===== src/rtcam_defines.svh =====
// register offsets, field positions and reset values of the alarm-match block
`ifndef RTCAM_DEFINES_SVH
`define RTCAM_DEFINES_SVH

// =============================================
// register byte offsets
`define RTCAM_OFF_DATE_SETUP 8'h10
`define RTCAM_OFF_TIME_SETUP 8'h14
`define RTCAM_OFF_CUR_DATE   8'h18
`define RTCAM_OFF_CUR_TIME   8'h1c
`define RTCAM_OFF_RAW_IRQ    8'h20
`define RTCAM_OFF_IRQ_ENABLE 8'h24
`define RTCAM_OFF_IRQ_FORCE  8'h28
`define RTCAM_OFF_IRQ_STATUS 8'h2c

// =============================================
// date setup word fields
`define RTCAM_ARMED_BIT      29
`define RTCAM_ARM_BIT        28
`define RTCAM_YEAR_ON_BIT    26
`define RTCAM_MONTH_ON_BIT   25
`define RTCAM_MDAY_ON_BIT    24
`define RTCAM_YEAR_HI        23
`define RTCAM_YEAR_LO        12
`define RTCAM_MONTH_HI       11
`define RTCAM_MONTH_LO       8
`define RTCAM_MDAY_HI        4
`define RTCAM_MDAY_LO        0

// =============================================
// time setup word fields
`define RTCAM_WDAY_ON_BIT    31
`define RTCAM_HOURS_ON_BIT   30
`define RTCAM_MINS_ON_BIT    29
`define RTCAM_SECS_ON_BIT    28
`define RTCAM_WDAY_HI        26
`define RTCAM_WDAY_LO        24
`define RTCAM_HOURS_HI       20
`define RTCAM_HOURS_LO       16
`define RTCAM_MINS_HI        13
`define RTCAM_MINS_LO        8
`define RTCAM_SECS_HI        5
`define RTCAM_SECS_LO        0

// =============================================
// reset values and bus answers
`define RTCAM_RST_WORD       32'h0000_0000
`define RTCAM_RESP_OKAY      2'h0
`define RTCAM_RESP_SLVERR    2'h2

`endif


===== src/rtcam_pkg.sv =====
// types shared by the alarm-match block
package rtcam_pkg;

	// =============================================
	// calendar value as the counter core presents it
	typedef struct packed {
		logic [11:0] year;      // full year
		logic [3:0]  month;     // 1..12
		logic [4:0]  mday;      // 1..31
		logic [2:0]  weekday;   // 0 = sunday
		logic [4:0]  hours;     // 0..23
		logic [5:0]  minutes;   // 0..59
		logic [5:0]  seconds;   // 0..59
	} rtcam_cal_t;

	// =============================================
	// per-field compare enables
	typedef struct packed {
		logic year_compare_on;
		logic month_compare_on;
		logic mday_compare_on;
		logic weekday_compare_on;
		logic hours_compare_on;
		logic minutes_compare_on;
		logic seconds_compare_on;
	} rtcam_ena_t;

	// write channel state machine
	typedef enum logic [1:0] {
		RTCAM_W_IDLE = 2'b00,
		RTCAM_W_RESP = 2'b01
	} rtcam_wstate_t;

endpackage


===== src/rtcam_match.sv =====
// field-by-field comparison of the running calendar against the alarm setup
`timescale 1ns/1ns
module rtcam_match
	import rtcam_pkg::*;
(
	input  wire logic              aclk,      // system clock
	input  wire logic              aresetn,   // synchronous reset, low active
	input  wire logic              arm,       // global alarm arm
	input  wire rtcam_pkg::rtcam_ena_t ena,   // per-field enables
	input  wire rtcam_pkg::rtcam_cal_t cmp,   // compare values
	input  wire rtcam_pkg::rtcam_cal_t now,   // live calendar
	output logic                   hit_q      // registered match level
);
	logic [6:0] eq;   // field equality
	logic [6:0] on;   // field enables

	// =============================================
	// field comparison
	assign eq = {now.year == cmp.year, now.month == cmp.month, now.mday == cmp.mday,
		now.weekday == cmp.weekday, now.hours == cmp.hours,
		now.minutes == cmp.minutes, now.seconds == cmp.seconds};
	assign on = ena;

	// a disabled field always agrees; no fields enabled matches every cycle while armed
	always_ff @(posedge aclk) begin
		if (!aresetn) begin
			hit_q <= 1'b0;
		end else begin
			hit_q <= arm && ((eq | ~on) == 7'h7f);
		end
	end
endmodule


===== src/rtcam_sync.sv =====
// three-stage synchroniser for a bus of slow-changing inputs
`timescale 1ns/1ns
module rtcam_sync #(
	parameter int W = 1   // bus width
) (
	input  wire logic         aclk,    // system clock
	input  wire logic         aresetn, // synchronous reset, low active
	input  wire logic [W-1:0] din,     // asynchronous input
	output logic      [W-1:0] dout_q   // filtered output
);
	logic [W-1:0] s1_q;  // first stage, read only by s2
	logic [W-1:0] s2_q;  // second stage
	logic [W-1:0] s3_q;  // third stage

	// =============================================
	// refuse a bus of no width at elaboration
	if (W < 1) begin : g_width_chk
		$error("width must be positive");
	end

	// =============================================
	// stages; a bit updates once the second and third agree
	always_ff @(posedge aclk) begin
		if (!aresetn) begin
			s1_q   <= '0;
			s2_q   <= '0;
			s3_q   <= '0;
			dout_q <= '0;
		end else begin
			s1_q <= din;
			s2_q <= s1_q;
			s3_q <= s2_q;
			for (int i = 0; i < W; i++) begin
				if (s2_q[i] == s3_q[i]) begin
					dout_q[i] <= s3_q[i];
				end
			end
		end
	end
endmodule


===== src/rtcam_top.sv =====
// alarm-match and interrupt registers of the calendar clock, AXI4-Lite slave
// =============================================
`timescale 1ns/1ns
`include "rtcam_defines.svh"
module rtcam_top
	import rtcam_pkg::*;
(
	input  wire logic              aclk,          // system clock
	input  wire logic              aresetn,       // synchronous reset, low active
	input  wire logic [7:0]        s_axi_awaddr,  // write address
	input  wire logic              s_axi_awvalid, // write address valid
	output logic                   s_axi_awready, // write address ready
	input  wire logic [31:0]       s_axi_wdata,   // write data
	input  wire logic [3:0]        s_axi_wstrb,   // byte enables
	input  wire logic              s_axi_wvalid,  // write data valid
	output logic                   s_axi_wready,  // write data ready
	output logic [1:0]             s_axi_bresp,   // write response
	output logic                   s_axi_bvalid,  // write response valid
	input  wire logic              s_axi_bready,  // write response ready
	input  wire logic [7:0]        s_axi_araddr,  // read address
	input  wire logic              s_axi_arvalid, // read address valid
	output logic                   s_axi_arready, // read address ready
	output logic [31:0]            s_axi_rdata,   // read data
	output logic [1:0]             s_axi_rresp,   // read response
	output logic                   s_axi_rvalid,  // read data valid
	input  wire logic              s_axi_rready,  // read data ready
	input  wire rtcam_pkg::rtcam_cal_t cal_now,   // live calendar from the counter core
	output logic                   alarm_irq_q    // level interrupt
);
	// =============================================
	// register map, one aligned 32-bit word each
	// 0x10 date setup: arm, armed status, date enables and compare values
	// 0x14 time setup: time enables and compare values
	// 0x18 live date, read only
	// 0x1c live time, read only
	// 0x20 raw alarm flag, read only
	// 0x24 interrupt enable, bit 0
	// 0x28 interrupt force, bit 0
	// 0x2c interrupt level after enable and force, read only
	// anything else answers with a slave error and zero data
	// writes to read-only words are dropped but still answer okay
	// limitation: the raw flag follows the match level and drops when the
	// calendar moves on, so software polling slower than one step can miss it

	// =============================================
	// register storage
	logic [31:0]   date_setup_q;  // arm, enables, date compare
	logic [31:0]   time_setup_q;  // enables, time compare
	logic          raw_irq_q;     // raw alarm flag
	logic          irq_en_q;      // interrupt enable
	logic          irq_force_q;   // interrupt force
	logic          hit_q;         // match level from comparator
	rtcam_cal_t    cal_sync;      // synchronised calendar
	rtcam_cal_t    cmp;           // compare values
	rtcam_ena_t    ena;           // field enables

	// write channel
	rtcam_wstate_t wstate_q;      // write state
	logic          aw_have_q;     // address captured
	logic          w_have_q;      // data captured
	logic [7:0]    waddr_q;       // captured address
	logic [31:0]   wdata_q;       // captured data
	logic [3:0]    wstrb_q;       // captured strobes
	logic          wr_do;         // perform write this cycle

	// =============================================
	// byte-lane merge, used by the two setup words; enable and force take lane 0 directly
	function automatic logic [31:0] merge(input logic [31:0] old, input logic [31:0] nw,
		input logic [3:0] st);
		logic [31:0] r;
		r = old;
		for (int b = 0; b < 4; b++) begin
			if (st[b]) r[b*8 +: 8] = nw[b*8 +: 8];
		end
		return r;
	endfunction

	// =============================================
	// interrupt level, shared by the output flop and the status word
	function automatic logic irq_level(input logic raw, input logic en, input logic frc);
		return (raw & en) | frc;
	endfunction

	// =============================================
	// offsets that answer okay; the rest get a slave error
	function automatic logic addr_mapped(input logic [7:0] a);
		return a[7:2] >= 6'(`RTCAM_OFF_DATE_SETUP >> 2) &&
			a[7:2] <= 6'(`RTCAM_OFF_IRQ_STATUS >> 2);
	endfunction

	// =============================================
	// the live words pack the calendar into 41 bits; refuse a struct that drifts
	if ($bits(rtcam_cal_t) != 41) begin : g_cal_width_chk
		$error("calendar struct width does not match the live words");
	end

	// =============================================
	// calendar arrives from the slow clock, so pass it through a synchroniser;
	// a multi-bit roll may briefly mix fields, which is why software reads time first
	rtcam_sync #(.W($bits(rtcam_cal_t))) u_sync (
		.aclk    (aclk),
		.aresetn (aresetn),
		.din     (cal_now),
		.dout_q  (cal_sync)
	);

	// =============================================
	// field decode of the setup words
	// plain slices, so nothing sits between storage and the comparator
	assign ena.year_compare_on    = date_setup_q[`RTCAM_YEAR_ON_BIT];
	assign ena.month_compare_on   = date_setup_q[`RTCAM_MONTH_ON_BIT];
	assign ena.mday_compare_on    = date_setup_q[`RTCAM_MDAY_ON_BIT];
	assign ena.weekday_compare_on = time_setup_q[`RTCAM_WDAY_ON_BIT];
	assign ena.hours_compare_on   = time_setup_q[`RTCAM_HOURS_ON_BIT];
	assign ena.minutes_compare_on = time_setup_q[`RTCAM_MINS_ON_BIT];
	assign ena.seconds_compare_on = time_setup_q[`RTCAM_SECS_ON_BIT];
	assign cmp.year    = date_setup_q[`RTCAM_YEAR_HI:`RTCAM_YEAR_LO];
	assign cmp.month   = date_setup_q[`RTCAM_MONTH_HI:`RTCAM_MONTH_LO];
	assign cmp.mday    = date_setup_q[`RTCAM_MDAY_HI:`RTCAM_MDAY_LO];
	assign cmp.weekday = time_setup_q[`RTCAM_WDAY_HI:`RTCAM_WDAY_LO];
	assign cmp.hours   = time_setup_q[`RTCAM_HOURS_HI:`RTCAM_HOURS_LO];
	assign cmp.minutes = time_setup_q[`RTCAM_MINS_HI:`RTCAM_MINS_LO];
	assign cmp.seconds = time_setup_q[`RTCAM_SECS_HI:`RTCAM_SECS_LO];

	// =============================================
	// comparator; software keeps setup steady while armed, so no glitch guard here
	rtcam_match u_match (
		.aclk    (aclk),
		.aresetn (aresetn),
		.arm     (date_setup_q[`RTCAM_ARM_BIT]),
		.ena     (ena),
		.cmp     (cmp),
		.now     (cal_sync),
		.hit_q   (hit_q)
	);

	// =============================================
	// raw flag follows the match level; it drops when the calendar moves on
	// a level copy, so there is nothing for software to clear
	always_ff @(posedge aclk) begin
		if (!aresetn) begin
			raw_irq_q <= 1'b0;
		end else begin
			raw_irq_q <= hit_q;
		end
	end

	// =============================================
	// interrupt output, registered
	always_ff @(posedge aclk) begin
		if (!aresetn) begin
			alarm_irq_q <= 1'b0;
		end else begin
			alarm_irq_q <= irq_level(raw_irq_q, irq_en_q, irq_force_q);
		end
	end

	// =============================================
	// write channel: take address and data in either order, answer once both are in
	assign wr_do = (wstate_q == RTCAM_W_IDLE) && aw_have_q && w_have_q;

	always_ff @(posedge aclk) begin
		if (!aresetn) begin
			wstate_q      <= RTCAM_W_IDLE;
			aw_have_q     <= 1'b0;
			w_have_q      <= 1'b0;
			waddr_q       <= 8'h00;
			wdata_q       <= 32'h0000_0000;
			wstrb_q       <= 4'h0;
			s_axi_awready <= 1'b0;
			s_axi_wready  <= 1'b0;
			s_axi_bvalid  <= 1'b0;
			s_axi_bresp   <= `RTCAM_RESP_OKAY;
		end else begin
			case (wstate_q)
				RTCAM_W_IDLE: begin
					// ready pulses one cycle per captured item
					s_axi_awready <= !aw_have_q && s_axi_awvalid && !s_axi_awready;
					s_axi_wready  <= !w_have_q && s_axi_wvalid && !s_axi_wready;
					if (s_axi_awvalid && s_axi_awready) begin
						aw_have_q <= 1'b1;
						waddr_q   <= s_axi_awaddr;
					end
					if (s_axi_wvalid && s_axi_wready) begin
						w_have_q <= 1'b1;
						wdata_q  <= s_axi_wdata;
						wstrb_q  <= s_axi_wstrb;
					end
					// both halves in hand: commit and answer
					if (wr_do) begin
						aw_have_q    <= 1'b0;
						w_have_q     <= 1'b0;
						s_axi_bvalid <= 1'b1;
						s_axi_bresp  <= addr_mapped(waddr_q) ?
							`RTCAM_RESP_OKAY : `RTCAM_RESP_SLVERR;
						wstate_q     <= RTCAM_W_RESP;
					end
				end
				// answer held until the master takes it
				RTCAM_W_RESP: begin
					if (s_axi_bready) begin
						s_axi_bvalid <= 1'b0;
						wstate_q     <= RTCAM_W_IDLE;
					end
				end
				default: begin
					// stray code, fall back to idle
					wstate_q <= RTCAM_W_IDLE;
				end
			endcase
		end
	end

	// =============================================
	// writable registers; read-only words ignore writes but still answer okay
	always_ff @(posedge aclk) begin
		if (!aresetn) begin
			date_setup_q <= `RTCAM_RST_WORD;
			time_setup_q <= `RTCAM_RST_WORD;
			irq_en_q     <= 1'b0;
			irq_force_q  <= 1'b0;
		end else if (wr_do) begin
			case ({waddr_q[7:2], 2'b00})
				`RTCAM_OFF_DATE_SETUP: begin
					// armed-status bit and reserved bits stay zero in storage
					date_setup_q <= merge(date_setup_q, wdata_q, wstrb_q) & 32'h17ff_ff1f;
				end
				`RTCAM_OFF_TIME_SETUP: begin
					time_setup_q <= merge(time_setup_q, wdata_q, wstrb_q) & 32'hf71f_3f3f;
				end
				// enable and force keep bit 0 only
				`RTCAM_OFF_IRQ_ENABLE: begin
					if (wstrb_q[0]) irq_en_q <= wdata_q[0];
				end
				`RTCAM_OFF_IRQ_FORCE: begin
					if (wstrb_q[0]) irq_force_q <= wdata_q[0];
				end
				default: begin
					// read-only and unmapped words: nothing stored
				end
			endcase
		end
	end

	// =============================================
	// read channel: one cycle to accept, next cycle data
	// a new address is held off while an answer is still out
	always_ff @(posedge aclk) begin
		if (!aresetn) begin
			s_axi_arready <= 1'b0;
			s_axi_rvalid  <= 1'b0;
			s_axi_rdata   <= 32'h0000_0000;
			s_axi_rresp   <= `RTCAM_RESP_OKAY;
		end else begin
			s_axi_arready <= s_axi_arvalid && !s_axi_arready && !s_axi_rvalid;
			if (s_axi_arvalid && s_axi_arready) begin
				s_axi_rvalid <= 1'b1;
				s_axi_rresp  <= `RTCAM_RESP_OKAY;
				case ({s_axi_araddr[7:2], 2'b00})
					`RTCAM_OFF_DATE_SETUP: begin
						s_axi_rdata <= date_setup_q;
						s_axi_rdata[`RTCAM_ARMED_BIT] <= date_setup_q[`RTCAM_ARM_BIT];
					end
					`RTCAM_OFF_TIME_SETUP: s_axi_rdata <= time_setup_q;
					`RTCAM_OFF_CUR_DATE: begin
						s_axi_rdata <= {8'h00, cal_sync.year, cal_sync.month, 3'h0,
							cal_sync.mday};
					end
					`RTCAM_OFF_CUR_TIME: begin
						s_axi_rdata <= {5'h00, cal_sync.weekday, 3'h0, cal_sync.hours,
							2'h0, cal_sync.minutes, 2'h0, cal_sync.seconds};
					end
					`RTCAM_OFF_RAW_IRQ:    s_axi_rdata <= {31'h0, raw_irq_q};
					`RTCAM_OFF_IRQ_ENABLE: s_axi_rdata <= {31'h0, irq_en_q};
					`RTCAM_OFF_IRQ_FORCE:  s_axi_rdata <= {31'h0, irq_force_q};
					`RTCAM_OFF_IRQ_STATUS: begin
						s_axi_rdata <= {31'h0, irq_level(raw_irq_q, irq_en_q, irq_force_q)};
					end
					default: begin
						// reserved or unmapped offset
						s_axi_rdata <= 32'h0000_0000;
						s_axi_rresp <= `RTCAM_RESP_SLVERR;
					end
				endcase
			end else if (s_axi_rvalid && s_axi_rready) begin
				s_axi_rvalid <= 1'b0;
			end
		end
	end
endmodule


===== config.mk =====
export PLATFORM = sky130hd
export DESIGN_NAME = rtcam_top
export DESIGN_NICKNAME = d
export VERILOG_FILES = /design/src/rtcam_pkg.sv /design/src/rtcam_match.sv /design/src/rtcam_sync.sv /design/src/rtcam_top.sv
export VERILOG_INCLUDE_DIRS = /design/src
export SDC_FILE = /design/constraint.sdc
export NUM_CORES = 1
export LEC_CHECK = 0
export BUFFER_PORTS_ARGS = -buffer_cell sky130_fd_sc_hd__buf_2
export CAP_MARGIN = 20
export CORE_MARGIN = 2
export CORE_UTILIZATION = 50
export DETAILED_ROUTE_END_ITERATION = 8
export GPL_TIMING_DRIVEN = 0
export PLACE_DENSITY = 0.68
export RECOVER_POWER = 50
export SYNTH_ARGS = -nofsm -noshare
export SYNTH_HDL_FRONTEND = slang
export SYNTH_HIERARCHICAL = 1
export SYNTH_SLANG_ARGS = --single-unit

===== constraint.sdc =====
create_clock -name aclk -period 3 [get_ports aclk]
set_input_delay 0.6 -clock aclk [delete_from_list [all_inputs] [get_ports aclk]]
set_output_delay 0.6 -clock aclk [all_outputs]
set_load 0.03 [all_outputs]

-- After elaboration in Yosys (flattened, before gate mapping)
Cells that the tools add are included.
- order comparisons: 2
- eq/ne operators: 64
- mux-type cells: 15
- bitwise gates (word level): 4
- reductions and logical operators: 43
- operators by type and width (cell ; number):
    32-bit case mux with 8 select lines ; 1
    1-bit == test ; 41
    6-bit by 3-bit == test with 1-bit output (second input constant) ; 6
    6-bit by 4-bit == test with 1-bit output (second input constant) ; 6
    3-bit AND reduction ; 11
    1-bit logical AND ; 14
    12-bit == test ; 1
    6-bit == test ; 2
    2-bit AND reduction ; 6
    5-bit == test ; 2
    1-bit two-way mux ; 8
    2-bit two-way mux ; 4
    2-bit nonzero test ; 4
    8-bit OR reduction ; 1
    7-bit == test (second input constant) ; 1
    7-bit inverter ; 1
    7-bit OR ; 1
    6-bit by 3-bit >= comparator with 1-bit output (second input constant) ; 1
    6-bit by 4-bit less-or-equal comparator with 1-bit output (second input constant) ; 1
    1-bit logical NOT ; 6
    4-bit == test ; 1
    2-bit inequality test (second input constant) ; 2
    2-bit case mux with 2 select lines ; 1
    3-bit == test ; 1
    5 further kinds ; 5
- register bits after elaboration: 307
- bits of input ports: 100
- output and inout bits: 42
- word-level logic and storage cells: 199

-- Depth between registers and ports, before layout
- depth in word-level cells: 5
- gate-level depth with buffers: 7

-- Hierarchy
Netlist, hierarchy kept.
- modules (own cells, without submodules) (module ; times used ; cells each ; area an instance (µm²) ; sequential area each (µm²)):
    rtcam_top ; 1 ; 601 ; 5312.6 ; 2602.5
    rtcam_sync ; 1 ; 428 ; 4824.6 ; 3283.1
    rtcam_match ; 1 ; 59 ; 504.2 ; 20.0

-- Worst setup path before layout
OpenSTA, ideal clock, no wires.
- kind: input to register
- from: input s_axi_araddr[7]
- to: register s_axi_rdata[11]
- setup time: 0.060 ns
- data arrival time: 1.992 ns
- required time: 2.940 ns
- setup slack: 0.949 ns
- stages: 6
- path buffers: 2
- path through: or4b_1 buf_6 nor3b_4 buf_6 o2bb2ai_1 a22o_1
- word-level cells in the longest chain between the ends: 2
- elaborated cells on any way between the ends: 9
- RTL lines (element ; line ; text):
    from (decl) ; rtcam_top.sv:20 ; input wire logic [7:0] s_axi_araddr,
    6-bit by 4-bit == test with 1-bit output or 6-bit by 3-bit == test with 1-bit output (tied branches) ; rtcam_top.sv:259 ; case ({s_axi_araddr[7:2], 2'b00})
    32-bit case mux with 8 select lines * ; rtcam_top.sv:259 ;
    to (signal assigned) ; rtcam_top.sv:261 ; s_axi_rdata <= date_setup_q;
    to (signal, indexed assignment) ; rtcam_top.sv:262 ; s_axi_rdata[`RTCAM_ARMED_BIT] <= date_setup_q[`RTCAM_ARM_BIT];
    to (signal assigned) ; rtcam_top.sv:264 ; `RTCAM_OFF_TIME_SETUP: s_axi_rdata <= time_setup_q;
    to (decl) ; rtcam_top.sv:23 ; output logic [31:0] s_axi_rdata,
Mark *: on every way between the ends. The rest lies on a longest branch, timed or not.
A chain may end at the register's enable or synchronous reset.

==> out/metrics.cfg <==
[placement]
gp_congestion=0.885
hpwl_microns=19200
io_buffers=128
place_area_sq_um=11600

[worst_setup_path]
crit_type=in -> reg
end_kind=flip-flop
timing.rr.end=s_axi_rdata[18]$_SDFFE_PN0P_
cp_data_arrival_time_ns=2.85
critPathMaxFanout=10
r2r_slack_ns=0.85
reg2reg_from=s_axi_arready$_SDFF_PN0_
cp-start-kind=input pin
crit_required_ns=3.48
reg2regPathDepth=7

[hold_path]
hold_class=in -> reg
min_to=u_sync/s1_q[27]$_SDFF_PN0_
holdPathStages=2
hold_start=cal_now[27]

[global_routing]
grt_max_degree=15
overflow=0
grt_pass1_vias=7596
grt_pass1_wl_microns=40200
antenna_found_initial=0
grt.total_usage_pct=22.9

[route]
wl_met1_microns=11400
wl_met2_microns=12000
vias=8112
via_per_inst=5.24
drc=0
dr_wl_met3_microns=1500
firstDrtPassIters=5
drt-wirelength-per-cell_microns=16.6
top_layer_used=met4
drt_iter0_markers=416
ant_nets=0
finalWirelength_microns=25700

[floorplanning]
die_w_microns=150
die_area_sq_um=22500
die-height_microns=150
core_sq_um=21000
io-pin-count=142
rows=53
start_util_pct=50.8

[clocking]
root_buffer=clkbuf_16
tritoncts=built
cts_setup_buffers=0
h-tree-depth=1
post_cts_resized=0
clk_latency_ns=0.54
cts_buffer_depth=3
cts_hold_buf=0
clock_sinks=295
numCtsBuffers=29
clkTransAtPathRegs_ns=0.06

[synthesis]
synth_cell_types=48
ys_seq_area_share_pct=55.5
synth_seq_cells=295
synth_area_sq_um=10600
synth_area_leader_cell=dfxtp_1
syn_area_per_cell_sq_um=9.78
yosys-top-cells-count=295 x dfxtp_1, 156 x nand2_1, 126 x and2_1
ys_warn_count=6
yosysMostFrequentCell=dfxtp_1
postSynth.asyncResetShare_pct=0
netlist.area_leader.share_pct=55.5
ys.flop_type=dfxtp_1
syn_inst=1088
ys_top_cells_by_area=dfxtp_1 55%, and2_1 7.4%, nand2_1 5.5%, o21ai_0 4.0%, a21boi_1 2.6%
synth_edf_count=0

[final_layout]
drive_above_1_share_pct=16.7
diodes=0
design_area_sq_um=12600
syn_to_final_growth_pct=18.2
fin_util_pct=60.0
final_nets=1351

[sta]
rsz0062_at_grt=no
period_share_pct=79.0
hold_violations=0
max_slew_margin_pct=46.2
fmax_mhz=422
tightestPinTransition_ns=0.807
period_needed_ns=2.37
slew_violations=0
finalClockSkew_ns=0.0127
setup_viol=0
tns_ns=0

[flow_run]
drv_cap=0

[power]
power.leakage_nw=5.10
powerDensity_nw_per_um2=640
ir_drop_v=0.000450
design_power_total_mw=8.06

[status]
status=finished clean

==> metrics by stage <==
stage                     instances  hold slack, ns  setup slack, ns
after floorplan                1092           0.406            0.949
after global placement         1495           0.413            0.586
after detailed placement       1495           0.417            0.551
after CTS                      1548           0.245            0.874
after global routing           1548           0.252            0.571
final                          1548           0.259            0.629
==> cells by family after synthesis <==
group | after synthesis | synth area share (%)
AND/OR/NAND/NOR | 394 | 18.8
flip-flops | 295 | 55.5
AO/OA/AOI/OAI | 239 | 14.4
buffers and inverters | 73 | 3.28
multiplexers | 44 | 4.49
XOR/XNOR | 42 | 3.46
other | 1 | 0.0352
==> where the power goes <==
| part | internal (mW) | leakage [nW] | switching, mW | total (mW) |
|---|---|---|---|---|
| logic | 0.132 | 2.22 | 0.197 | 0.329 |
| clock network | 2.18 | 0.484 | 1.50 | 3.68 |
| registers | 4.01 | 2.40 | 0.0422 | 4.05 |
==> layout make-up <==
class                           instances  area [sq um]
Tap cell                              275           344
Clock buffer                           39           823
Fill cell                            1919          8380
Inverter                                4          15.0
Multi-Input combinational cell        724          4400
Timing Repair Buffer                  128           639
Clock inverter                         14           154
Sequential cell                       295          5910
Buffer                                 69           297
==> worst max-delay path by stage <==
stage	startpoint	endpoint	slack (ns)	depth (start not counted)
2_1_floorplan	s_axi_araddr[7]	s_axi_rdata[11]$_SDFFE_PN0P_	0.95	6
3_3_place_gp	aresetn	s_axi_rdata[12]$_SDFFE_PN0P_	0.59	5
3_5_place_dp	aresetn	s_axi_rdata[19]$_SDFFE_PN0P_	0.55	5
4_1_cts	s_axi_arready$_SDFF_PN0_	s_axi_rdata[19]$_SDFFE_PN0P_	0.87	7
5_1_grt	aresetn	s_axi_rdata[12]$_SDFFE_PN0P_	0.57	5
6_report	aresetn	s_axi_rdata[18]$_SDFFE_PN0P_	0.63	5
==> state kept, by name (all words and copies together) (netlist names), 4 cells and up <==
signal and count:
date_setup_q 25, s_axi_rdata 29, time_setup_q 24, u_sync/dout_q 41
u_sync/s1_q 41, u_sync/s2_q 41, u_sync/s3_q 41, waddr_q 6
wdata_q 29, wstrb_q 4
==> per-layer routing <==
metal  up-vias  global-route usage [%]
met5         -                       0
met4         0                    7.03
met3        54                    3.87
met2       212                    38.2
met1      3811                    30.5
li1       4035                       -
==> critical path, stage by stage <==
cell and delay, ns:
clkbuf_1 0.43, inv_1 0.28, a21oi_1 0.69, clkbuf_1 0.58, a22o_1 0.25
==> cells in the final DEF, fill, tap and decap left out, types with 3 or more instances in the layout <==
cell	count
a21boi_0	38
nor2b_1	4
nand2_1	156
nand4_1	12
buf_1	4
o31ai_1	5
and2_0	66
nor2_1	21
nor4b_1	3
clkbuf_16	29
buf_2	130
a22o_1	18
clkbuf_8	6
a22oi_1	23
a21oi_1	43
and3b_1	3
mux2i_1	23
clkinv_2	8
conb_1	5
nor3_1	3
xor2_1	28
nand3b_1	4
inv_1	4
nand3_1	46
nand2b_1	5
o2bb2ai_1	15
clkbuf_1	60
nor4_1	4
o21ai_0	85
dfxtp_1	295
mux2_2	20
xnor2_1	14
bufinv_16	3
and2_1	61
a21boi_1	3
buf_4	5
(Power assumes the default switching activity.)
